### src/design/idsk_pkg.sv
//----------------------------------------------------------------------
// Purpose : Shared constants and types for the inc/dec/skip/OR datapath
// Assumes : 8-bit data, 7-bit file address, one instruction per clock
// Notes   : Reset values other than skip_q and file_we_q, and operand constants, live here
//----------------------------------------------------------------------
package idsk_pkg;

   localparam int          IDSK_DATA_W    = 8;
   localparam int          IDSK_ADDR_W    = 7;
   localparam logic [7:0]  IDSK_ONE       = 8'h01;
   localparam logic [7:0]  IDSK_ALL_ONES  = 8'hFF;
   localparam logic [7:0]  IDSK_W_RST     = 8'h00;
   localparam logic        IDSK_Z_RST     = 1'b0;
   localparam logic        IDSK_DEST_W    = 1'b0;
   localparam logic        IDSK_DEST_F    = 1'b1;
   localparam logic [6:0]  IDSK_ADDR_RST  = 7'h00;

   typedef enum logic [2:0] {
      idle_op,
      decrement_file_op,
      increment_file_op,
      decrement_skip_zero_op,
      increment_skip_zero_op,
      or_literal_working_op
   } idsk_op_t;

   function automatic logic idsk_is_zero(input logic [7:0] v);
      return v == 8'h00;
   endfunction

   function automatic logic idsk_is_file_op(input idsk_op_t op);
      return op == decrement_file_op || op == increment_file_op ||
             op == decrement_skip_zero_op ||
             op == increment_skip_zero_op;
   endfunction

   function automatic logic idsk_is_skip_op(input idsk_op_t op);
      return op == decrement_skip_zero_op ||
             op == increment_skip_zero_op;
   endfunction

endpackage

### src/design/idsk_alu_if.sv
//----------------------------------------------------------------------
// Purpose : Operand and result bundle between core and arithmetic unit
// Assumes : Purely combinational path
// Notes   : None
//----------------------------------------------------------------------
`timescale 1ns/100ps
`default_nettype none
interface idsk_alu_if;
   import idsk_pkg::*;
   idsk_op_t    op;
   logic [7:0]  operand_f;
   logic [7:0]  operand_w;
   logic [7:0]  literal;
   logic [7:0]  result;
   logic        zero;

   modport core (output op, output operand_f, output operand_w,
                 output literal, input result, input zero);
   modport alu  (input op, input operand_f, input operand_w,
                 input literal, output result, output zero);
endinterface
`default_nettype wire

### src/design/idsk_exec.sv
//----------------------------------------------------------------------
// Purpose : Execute stage for inc/dec file, skip variants, OR literal
// Assumes : file_rdata is the addressed register, valid in issue cycle
// Notes   : Results land one clock after issue
//
// Operation
// [RULE_01] Decrement file; d=0 to W, else file
// [RULE_02] Plain decrement updates zero; d=0 writes W
// [RULE_03] Increment file, update zero, route by d
// [RULE_04] Decrement-skip routes by d, status untouched
// [RULE_05] Decrement-skip zero result turns next into nop
// [RULE_06] Increment-skip routes by d, status untouched
// [RULE_07] Increment-skip zero result turns next into nop
// [RULE_08] OR literal into W, update zero
// [RULE_09] Zero flag set only on all-zero result
//----------------------------------------------------------------------
`timescale 1ns/100ps
`default_nettype none
module idsk_exec
   import idsk_pkg::*;
(
   input  wire logic        mclk,
   input  wire logic        nrst,
   input  wire logic        instr_valid,
   input  wire idsk_op_t    instr_op,
   input  wire logic [6:0]  file_addr,
   input  wire logic        dest_sel,
   input  wire logic [7:0]  literal,
   input  wire logic [7:0]  file_rdata,
   output logic             squash_nop,
   output logic             file_we_q,
   output logic [6:0]       file_waddr_q,
   output logic [7:0]       file_wdata_q,
   output logic [7:0]       w_q,
   output logic             zero_q,
   output logic             skip_q
);

   //-------------------------------------------------------------------
   // Issue qualification
   //-------------------------------------------------------------------
   logic  exec_go;
   logic  is_file;
   logic  is_skip;
   logic  upd_zero;
   logic  to_w;
   logic  to_f;

   idsk_alu_if  alu_bus ();

   // A pending skip eats the next valid instruction as a nop
   assign squash_nop = instr_valid && skip_q;
   assign exec_go    = instr_valid && !skip_q;
   assign is_file    = idsk_is_file_op(instr_op);
   assign is_skip    = idsk_is_skip_op(instr_op);

   // Skip variants never touch status
   assign upd_zero = exec_go &&
                     (instr_op == decrement_file_op ||
                      instr_op == increment_file_op ||
                      instr_op == or_literal_working_op);
   assign to_w = exec_go &&
                 ((is_file && dest_sel == IDSK_DEST_W) ||
                  instr_op == or_literal_working_op);
   assign to_f = exec_go && is_file && dest_sel == IDSK_DEST_F;

   assign alu_bus.op        = instr_op;
   assign alu_bus.operand_f = file_rdata;
   assign alu_bus.operand_w = w_q;
   assign alu_bus.literal   = literal;

   idsk_alu u_alu (
      .alu_bus (alu_bus.alu)
   );

   //-------------------------------------------------------------------
   // Working register
   //-------------------------------------------------------------------
   always_ff @(posedge mclk or negedge nrst) begin
      if (!nrst) begin
         w_q <= IDSK_W_RST;
      end else if (to_w) begin
         w_q <= alu_bus.result;  // RULE_01 RULE_02 RULE_03 RULE_08
      end
   end

   //-------------------------------------------------------------------
   // File register write-back
   //-------------------------------------------------------------------
   always_ff @(posedge mclk or negedge nrst) begin
      if (!nrst) begin
         file_we_q    <= 1'b0;
         file_waddr_q <= IDSK_ADDR_RST;
         file_wdata_q <= IDSK_W_RST;
      end else begin
         file_we_q <= to_f;  // RULE_01 RULE_03 RULE_04 RULE_06
         if (to_f) begin
            file_waddr_q <= file_addr;
            file_wdata_q <= alu_bus.result;
         end
      end
   end

   //-------------------------------------------------------------------
   // Zero flag
   //-------------------------------------------------------------------
   always_ff @(posedge mclk or negedge nrst) begin
      if (!nrst) begin
         zero_q <= IDSK_Z_RST;
      end else if (upd_zero) begin
         zero_q <= alu_bus.zero;  // RULE_09 RULE_02 RULE_03 RULE_08
      end
   end

   //-------------------------------------------------------------------
   // Skip pending
   //-------------------------------------------------------------------
   // Held until a valid slot is consumed, so gaps in issue lose nothing
   always_ff @(posedge mclk or negedge nrst) begin
      if (!nrst) begin
         skip_q <= 1'b0;
      end else if (exec_go && is_skip) begin
         skip_q <= alu_bus.zero;  // RULE_05 RULE_07
      end else if (instr_valid) begin
         skip_q <= 1'b0;
      end
   end
endmodule // idsk_exec
`default_nettype wire

### src/design/idsk_alu.sv
//----------------------------------------------------------------------
// Purpose : Result and zero detect for inc, dec and OR-literal
// Assumes : Operands stable within the cycle
// Notes   : Wraps modulo 256 on both inc and dec
//----------------------------------------------------------------------
`timescale 1ns/100ps
`default_nettype none
module idsk_alu
   import idsk_pkg::*;
(
   idsk_alu_if.alu  alu_bus
);

   always_comb begin
      case (alu_bus.op)
         decrement_file_op,
         decrement_skip_zero_op: begin
            alu_bus.result = alu_bus.operand_f - IDSK_ONE;
         end
         increment_file_op,
         increment_skip_zero_op: begin
            alu_bus.result = alu_bus.operand_f + IDSK_ONE;
         end
         or_literal_working_op: begin
            alu_bus.result = alu_bus.operand_w | alu_bus.literal;
         end
         default: begin
            alu_bus.result = alu_bus.operand_w;
         end
      endcase
      alu_bus.zero = idsk_is_zero(alu_bus.result);
   end

endmodule // idsk_alu
`default_nettype wire

### config.mk
export PLATFORM = sky130hd
export DESIGN_NAME = idsk_exec
export DESIGN_NICKNAME = d
export VERILOG_FILES = /design/src/design/idsk_pkg.sv /design/src/design/idsk_alu_if.sv /design/src/design/idsk_exec.sv /design/src/design/idsk_alu.sv
export SDC_FILE = /design/constraint.sdc
export NUM_CORES = 1
export LEC_CHECK = 0
export BUFFER_PORTS_ARGS = -buffer_cell sky130_fd_sc_hd__buf_2
export CAP_MARGIN = 20
export CORE_UTILIZATION = 54
export CTS_CLUSTER_DIAMETER = 120
export DETAILED_ROUTE_END_ITERATION = 8
export PLACE_DENSITY_LB_ADDON = 0.15
export SLEW_MARGIN = 15
export SYNTH_ARGS = -nofsm -noshare
export SYNTH_HDL_FRONTEND = slang
export SYNTH_SLANG_ARGS = --single-unit
### constraint.sdc
create_clock -name mclk -period 4 [get_ports mclk]
set_input_delay 0.4 -clock mclk [delete_from_list [all_inputs] [get_ports mclk]]
set_output_delay 0.4 -clock mclk [all_outputs]
set_load 0.005 [all_outputs]
; Yosys cells after proc, flatten, opt, wreduce, memory -nomap -nowiden
; Index checks and enable logic that the tools add are counted.
[totals]
latch_bits = 0
mem_bits_ro = 0
output_inout_bits = 27
in_bits = 30
n_memories = 0
regBits = 26
ram_bits = 0
[op_classes]
n_mul = 0
n_shift = 0
order_cmp = 0
reduce_logical = 19
n_eq_ne = 5
mux = 3
n_bitwise = 2
div_mod_pow = 0
add_sub_neg = 2
[ops]
columns = operator, count
row1 = 8-bit one-hot mux with 3 select lines, 1
row2 = 8-bit by 1-bit adder with 8-bit output (second input constant), 1
row3 = 1-bit logical AND, 8
row4 = 8-bit zero test, 1
row5 = 8-bit bitwise OR, 1
row6 = 8-bit by 1-bit subtractor with 8-bit output (second input constant), 1
row7 = 3-bit by 2-bit equality test with 1-bit output (second input constant), 2
row8 = 3-bit equality test (second input constant), 2
row9 = 1-bit logical OR, 6
row10 = 2-bit OR reduction, 2
row11 = 3-bit by 1-bit equality test with 1-bit output (second input constant), 1
row12 = 1-bit 2-to-1 mux, 2
row13 = 2-bit nonzero test, 1
row14 = 1-bit zero test, 1
row15 = 1-bit NOT, 1

; Logic depth before layout (Yosys ltp)
; Gate-level depths: netlist (run 1).
[depth]
ltp_word = 7
depth_mapped = 10

; Cells and area by module
; From an unflattened synthesis (run 1), not the netlist that was laid out.
[unflattened]
hier_cells = 187
area_unflattened_um2 = 1894.3
[by_module_without_submodules]
columns = mod, area_per_inst_um2, n_inst, cells_each
row1 = idsk_exec, 1103.6, 1, 73
row2 = idsk_alu, 790.8, 1, 114

; Worst setup path after synthesis (run 1)
; OpenSTA, ideal clock, no wires.
[synth_path]
path_type = input-to-reg
from = input instr_op[1]
to = register file_wdata_q[7]
n_path_buf = 1
cell_stages = 10
path_slack_ns = 1.441
setup_time_ns = 0.125
t_arrival_ns = 2.434
path_cell_list = buf_6 > nand2b_1 > a21o_2 > ha_1 > or2_2 > nand2_1 > o221a_2 > xnor3_1 > a21o_2 > mux2_2
[synth_between]
elab_chain_len = 6
[synth_rtl]
columns = item, line
row1 = from (decl), idsk_exec.sv:25  ; input wire idsk_op_t instr_op,
row2 = 3-bit by 1-bit equality test with 1-bit output or 3-bit by 2-bit equality test with 1-bit output (tied branches), "idsk_pkg.sv:32, idsk_alu.sv:15"
row3 = 1-bit logical OR (2 in series), idsk_pkg.sv:32  ; return op == decrement_file_op || op == increment_file_op ||
row4 = 1-bit logical OR, idsk_pkg.sv:33  ; op == decrement_skip_zero_op ||
row5 = 1-bit logical AND (2 in series), idsk_exec.sv:65  ; assign to_f = exec_go && is_file && dest_sel == IDSK_DEST_F;
row6 = to (signal assigned), idsk_exec.sv:99  ; file_wdata_q <= alu_bus.result;
row7 = to (decl), idsk_exec.sv:33  ; output logic [7:0] file_wdata_q,
; Several ways; a longest one is shown, not always the timed one.
; A chain may end at the register's enable or synchronous reset.

; Worst setup path after layout (run 1)
[layout_path]
from = input instr_op[2]
to = register skip_q
[layout_between]
elab_chain_len = 5
[layout_rtl]
columns = item, line
row1 = 3-bit equality test (tied with other cells), "idsk_pkg.sv:39, idsk_alu.sv:15"
row2 = 2-bit OR reduction, idsk_alu.sv:15  ; case (alu_bus.op)
row3 = 8-bit one-hot mux with 3 select lines, idsk_alu.sv:15
row4 = 8-bit zero test, idsk_pkg.sv:28  ; return v == 8'h00;
row5 = 1-bit 2-to-1 mux, idsk_exec.sv:122  ; end else if (exec_go && is_skip) begin
row6 = to (signal assigned), idsk_exec.sv:123  ; skip_q <= alu_bus.zero;
row7 = to (decl), idsk_exec.sv:36  ; output logic skip_q
; Several ways; a longest one is shown, not always the timed one.

==> run_results.csv, run 1 <==
group,metric,value,unit
run_status,status,"complete, but fails checks",
run_status,failed_checks,"DRC",
critical_path,critical_path_arrival,2.75,ns
global_route,grt_max_degree,27,
drt,vias,1485,
critical_path,worstSetupPathType,"input pin to flop",
flow_run,maxCapViolCount,0,
global_route,antenna_found_initial,0,
synthesis,avgSynthCellArea,9.07,um2
power_and_ir_drop,p_int,498,uW
power_and_ir_drop,power_frac_seq,0.484,
synthesis,synth-seq-cells,26,
die,pin_count,57,
power_and_ir_drop,power_leakage,0.00101,uW
drt,drcViolationCount,6,
sta,max_freq,395,MHz
synthesis,async_reset_ff_frac,1.00,
place,place_congestion,0.867,
drt,viasPerCell,5.63,
power_and_ir_drop,pwr-share-clk,0.139,
critical_path,critPathRequiredTime,4.22,ns
cts,post_cts_buffers,0,
sta,post-route-min-period,2.53,ns
sta,tightest_slew,0.717,ns
drt,drt-wirelength-per-cell,14.5,um
sta,skew,0.00328,ns
cts,clk_pin_slew,0.13,ns
power_and_ir_drop,p_sw,258,uW
critical_path,endpoint_kind,"flop",
synthesis,syn-num-nets,218,
layout,final_nets,272,
critical_path,r2r_start,"skip_q",
cts,cts_buffer_depth,2,
global_route,grt_pass1_wl,6.47,mm
sta,grt_setup_unrepaired,"false",
critical_path,r2r-end,"file_wdata_q[7]",
drt,drtPass1Iterations,7,
sta,slew_headroom,0.521,
critical_path,ff2ff_setup_slack,1.94,ns
sta,finalSetupViolations,0,
sta,tns,0,ns
die,die_height,57.1,um
cts,cts_tree,"yes",
global_route,grt_usage,0.253,
sta,drv_slew,0,
die,die_x,57.1,um
layout,drive_above_1_share,0.322,
sta,fin_crit_sh,0.633,
critical_path,worst-path-max-fanout,17,
power_and_ir_drop,power_frac_comb,0.377,
power_and_ir_drop,post-layout-total-power,756,uW
synthesis,syn_inst,181,
cts,insertion_delay,0.31,ns
synthesis,synth_edf_count,0,
synthesis,seq_area_frac_synth,0.396,
cts,root_buffer,"clkbuf_4",
cts,htree_levels,1,
cts,ctsResizeCount,0,
die,initial_core_util,0.580,
synthesis,yosys_most_used_dff,"dfrtp_1",
drt,drt-total-wl,3.83,mm
layout,num_antenna_cells,0,
die,die_area,3260,um2
synthesis,yosys_warnings,0,
synthesis,synthDistinctLibCells,50,
sta,hold_viol_final,0,
place,port_buffers,56,
power_and_ir_drop,ir_drop,0.000287,V
power_and_ir_drop,p_per_area,394,nW/um2
die,core_region_area,2830,um2
min_path,hold_class,"input pin to async pin",
place,dp_hpwl,2.99,mm
critical_path,reg2reg_depth,4,
global_route,first_global_vias,1452,
layout,areaGrowthSynthToFinish,17.0,%
cts,cts.sinks,26,
cts,cts-hold-fix-buffers,0,
synthesis,netlist_area,1640,um2
power_and_ir_drop,swShare,0.342,
global_route,grt_overflow,0,
die,num_rows,19,
cts,cts_made_buffers,3,
drt,drt_iter0_markers,91,
drt,ant_nets,0,
critical_path,cp-start-kind,"input pin",
## metal layers
| metal | global-route usage | vias up | part of all wire | wire [um] |
|---|---|---|---|---|
| met5 | 0 | - | 0 | 0 |
| met4 | 0.0418 | 0 | 0.0024 | 9 |
| met3 | 0.0408 | 2 | 0.043 | 163 |
| met2 | 0.455 | 41 | 0.53 | 2020 |
| met1 | 0.327 | 703 | 0.43 | 1640 |
| li1 | - | 739 | - | - |
## registers in the layout, summed over array words and instances, names as in the netlist
| register | flops |
|---|---|
| skip_q | 1 |
| w_q | 8 |
| file_wdata_q | 8 |
| file_waddr_q | 7 |
| file_we_q | 1 |
| zero_q | 1 |
## power groups by stage
| stage | combinational, uW | clock (uW) | sequential, uW |
|---|---|---|---|
| 4_1_cts | 285 | 108 | 366 |
| 2_1_floorplan | 162 | 0 | 373 |
| 3_5_place_dp | 284 | 0 | 370 |
| 5_1_grt | 320 | 115 | 373 |
| 3_3_place_gp | 274 | 0 | 369 |
| 6_report | 285 | 105 | 366 |
## cells in the mapped netlist (2+ instances only)
| master | count | area share |
|---|---|---|
| nand2b_1 | 3 | 0.011 |
| o22ai_1 | 3 | 0.011 |
| a21o_1 | 2 | 0.0091 |
| o31ai_1 | 2 | 0.0091 |
| dfrtp_1 | 26 | 0.40 |
| buf_2 | 2 | 0.0061 |
| or3b_1 | 2 | 0.011 |
| nor2b_1 | 3 | 0.011 |
| inv_1 | 4 | 0.0091 |
| nor2_1 | 9 | 0.021 |
| ha_1 | 6 | 0.046 |
| buf_4 | 2 | 0.0091 |
| a211oi_1 | 2 | 0.0091 |
| mux2_2 | 4 | 0.027 |
| nand3_1 | 2 | 0.0061 |
| nand2_1 | 41 | 0.094 |
| nand4_1 | 2 | 0.0076 |
| a21o_2 | 2 | 0.011 |
| xor2_1 | 2 | 0.011 |
| xnor2_1 | 2 | 0.011 |
| o21ai_0 | 13 | 0.040 |
| buf_6 | 4 | 0.027 |
| a21oi_1 | 16 | 0.049 |
## metrics by stage
| step | utilization | cell area, um2 | worst slack [ns] | cells | hold WS, ns |
|---|---|---|---|---|---|
| 4_1_cts | 0.676 | 1910 | 1.48 | 263 | 0.0749 |
| 6_report | 0.679 | 1920 | 1.47 | 264 | 0.0610 |
| 3_5_place_dp | 0.668 | 1890 | 1.17 | 260 | 0.429 |
| 5_1_grt | 0.679 | 1920 | 1.29 | 264 | 0.0971 |
| 2_1_floorplan | - | 1640 | 1.44 | 181 | 0.104 |
| 3_3_place_gp | 0.668 | 1890 | 1.25 | 260 | 0.414 |
## cells in the final DEF, fill, tap and decap left out, types with 2 or more instances in the layout
cell,n
xnor2_1,2
a21o_1,2
mux2_2,4
nand3_1,2
buf_2,56
o22ai_1,3
a21oi_1,16
or3b_1,2
o31ai_1,2
ha_1,6
nand2b_1,3
inv_1,4
nor2_1,9
nor2b_1,3
dfrtp_1,26
a211oi_1,2
o21ai_0,13
nand2_1,41
a21o_2,2
clkbuf_4,3
nand4_1,2
xor2_1,2
## critical path: stages
cell,delay [ns]
buf_2,0.18
nand2b_1,0.20
a21o_2,0.28
fa_1,0.42
a21o_1,0.20
a21oi_1,0.19
xnor2_1,0.09
a21oi_1,0.37
nand4_1,0.18
o31ai_1,0.24
## area by class of cell
class,count,area [um2]
clock buffer,3,22.5
fill,255,908
inverter,5,18.8
multi-input combinational,142,902
sequential,26,651
tap,31,38.8
timing repair buffer,57,288
## worst max path at each step
stage,start,endpoint,slack [ns],depth (start not counted)
floorplan,instr_op[1],file_wdata_q[7],1.44,10
global placement,instr_op[2],file_wdata_q[7],1.25,10
detailed placement,instr_op[2],w_q[7],1.17,10
CTS,instr_op[2],skip_q,1.48,10
global route,instr_op[2],skip_q,1.29,10
finish,instr_op[2],skip_q,1.47,10
## cell families after synthesis
| group | synth area share |
|---|---|
| flip-flops | 0.396 |
| AO/OA/AOI/OAI | 0.206 |
| multiplexers | 0.0335 |
| AND/OR/NAND/NOR | 0.217 |
| buffers and inverters | 0.0541 |
| adder cells (fa/ha/maj) | 0.0579 |
| XOR/XNOR | 0.0351 |
Power figures use the tool's default switching activity.
==> run 2, diff against run 1 <==
--- a/config.mk
+++ b/config.mk
@@ -5,9 +5,10 @@
 export SDC_FILE = /design/constraint.sdc
 export NUM_CORES = 1
 export LEC_CHECK = 0
+export ABC_AREA = 1
 export BUFFER_PORTS_ARGS = -buffer_cell sky130_fd_sc_hd__buf_2
 export CAP_MARGIN = 20
-export CORE_UTILIZATION = 54
+export CORE_UTILIZATION = 45
 export CTS_CLUSTER_DIAMETER = 120
 export DETAILED_ROUTE_END_ITERATION = 8
 export PLACE_DENSITY_LB_ADDON = 0.15
==> constraint.sdc (replaced) <==
create_clock -name mclk -period 2.3 [get_ports mclk]
set_input_delay 0.23 -clock mclk [delete_from_list [all_inputs] [get_ports mclk]]
set_output_delay 0.23 -clock mclk [all_outputs]
set_load 0.005 [all_outputs]
==> run 2 against run 1 <==
- the flow now finishes without violations
- routed wire length shrank 9.1%
- design area rose by 4.1%
- critical endpoint unchanged
- synthesized area down 2.0%
- clock power rose to 2.9 times the previous value
- first-iteration DRC count shrank 46%
- highest routed layer unchanged
- sequential share of layout area decreased by 1.3 points
- register-to-register slack got worse by 1.2 ns
- cell count up 25%
- total power rose by 88%
- largest cell class unchanged
==> run_results.csv, run 2 <==
group,metric,value,unit
power_and_ir_drop,power_leakage,0.00118,uW
die,die_x,61.8,um
sta,max_freq,519,MHz
cts,cts_tree,"yes",
cts,insertion_delay,0.32,ns
layout,layout.cells.non_filler,329,
die,die_area,3820,um2
synthesis,yosys_most_used_dff,"dfrtp_1",
power_and_ir_drop,power_frac_comb,0.347,
drt,viasPerCell,4.76,
sta,finalSetupViolations,0,
critical_path,crit_family,"simple AND/OR/NAND/NOR gates",
drt,drt-total-wl,3.48,mm
power_and_ir_drop,power_frac_seq,0.438,
die,core_region_area,3390,um2
synthesis,seq_area_frac_synth,0.404,
min_path,min_path_cells,3,
critical_path,r2r_start,"skip_q",
critical_path,cp-start-kind,"input pin",
die,die_height,61.8,um
min_path,min_from,"file_addr[5]",
drt,vias,1567,
drt,drt-wirelength-per-cell,10.6,um
drt,drcViolationCount,0,
sta,skew,0.00772,ns
synthesis,avgSynthCellArea,7.18,um2
power_and_ir_drop,swShare,0.329,
layout,num_antenna_cells,0,
drt,drtPass1Iterations,7,
cts,cts_buffer_depth,2,
critical_path,worst-path-max-fanout,7,
synthesis,synthDistinctLibCells,25,
global_route,antenna_found_initial,0,
layout,fillers,355,
run_status,status,"finished, final reports clean",
global_route,grt_overflow,0,
sta,grt_setup_unrepaired,"false",
cts,cts.sinks,26,
critical_path,critPathRequiredTime,2.57,ns
min_path,hold_class,"input pin to flop",
layout,final_cell_mix,"85 x nand2_1, 56 x buf_2, 27 x inv_1",
sta,slew_headroom,0.632,
drt,ant_nets,0,
layout,final_core_util,0.590,
synthesis,async_reset_ff_frac,1.00,
place,placed_cells,324,
sta,tightest_slew,0.552,ns
sta,hold_viol_final,0,
power_and_ir_drop,p_int,955,uW
critical_path,reg2reg_depth,6,
flow_run,maxCapViolCount,0,
place,port_buffers,56,
power_and_ir_drop,p_per_area,712,nW/um2
place,dp_hpwl,2.75,mm
critical_path,ff2ff_setup_slack,0.74,ns
power_and_ir_drop,ir_drop,0.000586,V
critical_path,crit_slowest_cell,"ha_1",
cts,root_buffer,"clkbuf_4",
synthesis,netlist_area,1610,um2
critical_path,endpoint_kind,"flop",
critical_path,cpMostUsedCell,"nand2_1",
min_path,worstHoldEndpoint,"file_waddr_q[5]",
synthesis,synth-seq-cells,26,
drt,drt_iter0_markers,49,
layout,reg_top3,"file_wdata_q: 8 flops, w_q: 8 flops, file_waddr_q: 7 flops",
synthesis,synth_top_area_frac,0.404,
global_route,grt_usage,0.199,
synthesis,synth_most_common_cell,"nand2_1",
critical_path,timing.critical_path.buf_inv,3,
global_route,grt_max_degree,27,
global_route,first_global_vias,1274,
layout,drive_above_1_share,0.265,
critical_path,r2r-end,"w_q[7]",
critical_path,critical_path_arrival,2.20,ns
die,num_rows,21,
synthesis,ys_top_cells_by_area,"dfrtp_1 40%, nand2_1 20%, inv_1 6.3%, nand3_1 5.9%, ha_1 4.7%",
place,place_congestion,0.808,
cts,htree_levels,1,
cts,clk_pin_slew,0.14,ns
sta,drv_slew,0,
sta,post-route-min-period,1.93,ns
sta,fin_crit_sh,0.837,
power_and_ir_drop,pwr-share-clk,0.215,
layout,areaGrowthSynthToFinish,24.3,%
critical_path,path_cells,"buf_2 > inv_1 > nand3_1 > nand2_1 > inv_1 > ha_1 > a21oi_1 > nand2_1 > nand2_1 > nand3b_1 > nand3_1 > nand2_1 > nor2_1 > nand3_1 > nand2_1",
layout,final_nets,321,
critical_path,max_stage_delay,0.38,ns
layout,final_common_cell,"nand2_1",
synthesis,syn-num-nets,261,
die,pin_count,57,
critical_path,worstSetupPathType,"input pin to flop",
synthesis,synth_edf_count,0,
global_route,grt_pass1_wl,5.58,mm
synthesis,syn_inst,224,
synthesis,synth_area_leader_cell,"dfrtp_1",
synthesis,synth_common_cells,"85 x nand2_1, 27 x inv_1, 26 x dfrtp_1, 19 x nand3_1, 13 x o21ai_1",
synthesis,yosys_warnings,0,
cts,post_cts_buffers,0,
sta,tns,0,ns
cts,cts_made_buffers,3,
power_and_ir_drop,p_sw,469,uW
die,initial_core_util,0.475,
## run 2: changes by cell type after synthesis, moves of 3 or more
cell	delta
a21oi_1	-13
o21ai_0	-9
nand2b_1	-3
o21ai_1	+13
inv_2	+5
nand3_1	+17
a31oi_1	+3
buf_6	-4
nor2b_1	-3
mux2_2	-4
nand2_1	+44
o22ai_1	-3
inv_1	+23
## run 2: layout make-up
class                           count  area [um2]  share of cell area
Tap cell                           46        57.6              0.0288
Sequential cell                    26         651               0.325
Multi-Input combinational cell    161         811               0.406
Inverter                           34         130              0.0651
Timing Repair Buffer               58         298               0.149
Clock buffer                        3        22.5              0.0113
Clock inverter                      1        30.0              0.0150
## run 2: stage by stage
step / setup slack, ns / hold WS [ns] / cell area (um2) / total power, uW
global route: 0.130 / 0.0814 / 2000 / 1550
floorplan: 0.372 / -0.0656 / 1610 / 925
global placement: 0.153 / 0.255 / 1940 / 1130
finish: 0.374 / 0.0917 / 2000 / 1420
detailed placement: 0.0591 / 0.258 / 1940 / 1130
CTS: 0.418 / 0.0763 / 2000 / 1440
## run 2: cells by family after synthesis
family,Yosys count,share of synthesized area
compound gates,26,0.0894
xor+xnor,1,0.00544
fa+ha+maj,7,0.0591
buf+inv,37,0.0918
flops,26,0.404
simple gates,127,0.350
## run 2: what timing repair did
action	in CTS	in global routing
gates resized for setup	0	0
hold buffers	1	0
hold endpoints to repair	26	0
## run 2: metal layers
layer  vias up  GRT usage  wire length [um]
li1        832          -                 -
met1       681      0.286              1740
met2        52      0.315              1540
met3         2     0.0373               185
met4         0     0.0381                15
met5         -          0                 0
## run 2: tightest hold or removal path: cells and delay by family
family,cells,cell delay [ns]
AND/OR/NAND/NOR,2,0.09
buffers and inverters,1,0.07
## run 2: power groups by stage
stage,registers [uW],clock network [uW],logic [uW]
6_report,624,306,495
4_1_cts,626,317,499
2_1_floorplan,646,0,279
5_1_grt,641,328,580
3_5_place_dp,636,0,494
3_3_place_gp,635,0,491
## run 2: how the worst max path moves through the flow
stage | from | to | slack, ns | depth (start not counted)
final | instr_op[2] | skip_q | 0.37 | 15
after global placement | instr_op[2] | skip_q | 0.15 | 15
after floorplan | instr_op[0] | skip_q | 0.37 | 16
after global routing | instr_op[2] | skip_q | 0.13 | 15
after CTS | instr_op[2] | skip_q | 0.42 | 15
after detailed placement | instr_op[2] | skip_q | 0.06 | 15
==> run 3, diff against run 2 <==
--- a/config.mk
+++ b/config.mk
@@ -5,7 +5,7 @@
 export SDC_FILE = /design/constraint.sdc
 export NUM_CORES = 1
 export LEC_CHECK = 0
-export ABC_AREA = 1
+export ABC_AREA = 0
 export BUFFER_PORTS_ARGS = -buffer_cell sky130_fd_sc_hd__buf_2
 export CAP_MARGIN = 20
 export CORE_UTILIZATION = 45
==> constraint.sdc (replaced) <==
create_clock -name mclk -period 1.54 [get_ports mclk]
set_input_delay 0.154 -clock mclk [delete_from_list [all_inputs] [get_ports mclk]]
set_output_delay 0.154 -clock mclk [all_outputs]
set_load 0.005 [all_outputs]
==> run 3 against run 2 <==
- the flow now finishes with violations (setup timing)
- utilization is 15 points higher
- hold slack worse by 0.078 ns
- routed wire length is 27% higher
- sequential cell count stayed put
- largest power group is now combinational logic
- register-to-register slack worse by 0.96 ns
- non-clock buffer count is 44 higher
- cell count is 1.2% lower
- sequential share of layout area is 6.8 points lower
- clock power is 12% higher
==> run_results.csv, run 3 (same netlist as run 1, synthesis figures left out) <==
group,metric,value,unit
min_path,min_from,"file_addr[4]",
flow_run,maxCapViolCount,0,
die,initial_core_util,0.481,
global_route,grt_overflow,0,
layout,reg_top3,"file_wdata_q: 8 flops, w_q: 8 flops, file_waddr_q: 7 flops",
layout,areaGrowthSynthToFinish,53.8,%
critical_path,critical_path_arrival,2.14,ns
place,place_area,2330,um2
cts,insertion_delay,0.32,ns
place,port_buffers,56,
global_route,grt_usage,0.235,
sta,tns,-2.86,ns
global_route,grt_pass1_wl,7.38,mm
drt,viasPerCell,5.12,
layout,final_common_cell,"buf_2",
sta,drv_slew,0,
min_path,hold_class,"input pin to flop",
drt,drtPass1Iterations,4,
layout,drive_above_1_share,0.520,
sta,post-route-min-period,1.93,ns
critical_path,r2r_start,"w_q[1]",
critical_path,worstSetupPathType,"input pin to flop",
sta,slew_headroom,0.627,
cts,cts.sinks,26,
place,placed_cells,317,
power_and_ir_drop,ir_drop,0.000717,V
cts,cts_tree,"yes",
layout,final_cell_mix,"54 x buf_2, 41 x nand2_1, 41 x buf_4",
layout,final_core_util,0.739,
global_route,antenna_found_initial,0,
die,core_region_area,3420,um2
die,pin_count,57,
power_and_ir_drop,power_leakage,0.00129,uW
sta,skew,0.00761,ns
drt,vias,1664,
critical_path,cp-start-kind,"input pin",
critical_path,r2r-end,"skip_q",
cts,root_buffer,"clkbuf_4",
layout,layout.cells.non_filler,325,
layout,fillers,264,
run_status,status,"complete, but fails checks",
sta,grt_setup_unrepaired,"true",
sta,fin_ws,-0.389,ns
min_path,min_path_cells,3,
drt,drt_iter0_markers,87,
run_status,failed_checks,"setup timing",
die,die_x,62.4,um
sta,finalSetupViolations,11,
cts,cts_made_buffers,3,
sta,hold_viol_final,0,
die,die_area,3890,um2
critical_path,startpoint,"instr_op[2]",
global_route,grt_max_degree,27,
critical_path,ff2ff_setup_slack,-0.22,ns
sta,tightest_slew,0.560,ns
critical_path,critPathRequiredTime,1.75,ns
drt,drt-total-wl,4.43,mm
place,place_congestion,0.886,
place,dp_hpwl,3.31,mm
die,die_height,62.4,um
cts,cts_buffer_depth,2,
critical_path,endpoint_kind,"flop",
layout,final_nets,317,
cts,clk_pin_slew,0.14,ns
cts,htree_levels,1,
layout,multi_input_area,1100,um2
drt,ant_nets,0,
sta,max_freq,518,MHz
die,num_rows,21,
layout,num_antenna_cells,0,
layout,register_area,651,um2
power_and_ir_drop,post-layout-total-power,2380,uW
critical_path,reg2reg_depth,7,
sta,fin_crit_sh,1.25,
power_and_ir_drop,p_per_area,944,nW/um2
drt,drcViolationCount,0,
critical_path,worst-path-max-fanout,7,
global_route,first_global_vias,1626,
drt,drt-wirelength-per-cell,13.6,um
min_path,worstHoldEndpoint,"file_waddr_q[4]",
layout,final_area,2520,um2
[run 3: cell types whose count changed in the layout (fill, tap and decap cells not counted), moves of 7 or more]
cell / delta
a21oi_1: +7
nand3_1: -17
buf_4: +40
o21ai_1: -8
inv_1: -23
nand2_1: -44
[run 3: worst max path at each step]
| stage | to | cells past startpoint |
|---|---|---|
| after floorplan | file_wdata_q[7] | 10 |
| after CTS | skip_q | 10 |
| after global placement | zero_q | 10 |
| after detailed placement | skip_q | 10 |
| final | file_wdata_q[7] | 10 |
| after global routing | zero_q | 10 |
[run 3: final cells by class]
type                            count  area share
Multi-Input combinational cell    142       0.436
Timing Repair Buffer              102       0.262
Sequential cell                    26       0.258
Tap cell                           46      0.0228
Clock buffer                        4      0.0144
Inverter                            5     0.00743
[run 3: routing by layer]
layer | routed length, um | share of wire | track usage | vias up
met3 | 204 | 0.046 | 0.0401 | 4
met5 | 0 | 0 | 0 | -
met2 | 2120 | 0.48 | 0.387 | 53
li1 | - | - | - | 831
met4 | 25 | 0.0056 | 0.0233 | 0
met1 | 2080 | 0.47 | 0.336 | 776
[run 3: what timing repair did]
action                                  CTS  global route
hold endpoints to repair                 26             1
hold buffers                              1             1
setup buffers                             3             0
gates resized for setup                  20             7
pin swaps                                13            10
endpoints found under the setup margin   15            14
[run 3: power breakdown]
part           leakage, uW  switching [uW]  internal [uW]
Clock            0.0000210             198            144
Sequential        0.000329             100            843
Combinational     0.000936             496            602
Total              0.00129             795           1590
[run 3: per-stage QoR]
step	hold slack [ns]	worst slack (ns)
2_1_floorplan	-0.142	-0.623
3_3_place_gp	0.181	-0.774
3_5_place_dp	0.178	-0.839
4_1_cts	0.00812	-0.371
5_1_grt	0.00698	-0.477
6_report	0.0138	-0.389
[run 3: worst max-delay path: stages]
cell      delay [ns]
buf_8           0.10
nand2b_4        0.14
a21o_4          0.27
ha_4            0.24
a21o_1          0.21
a21oi_2         0.13
o221a_2         0.20
xnor3_1         0.21
a21o_2          0.23
mux2_4          0.26
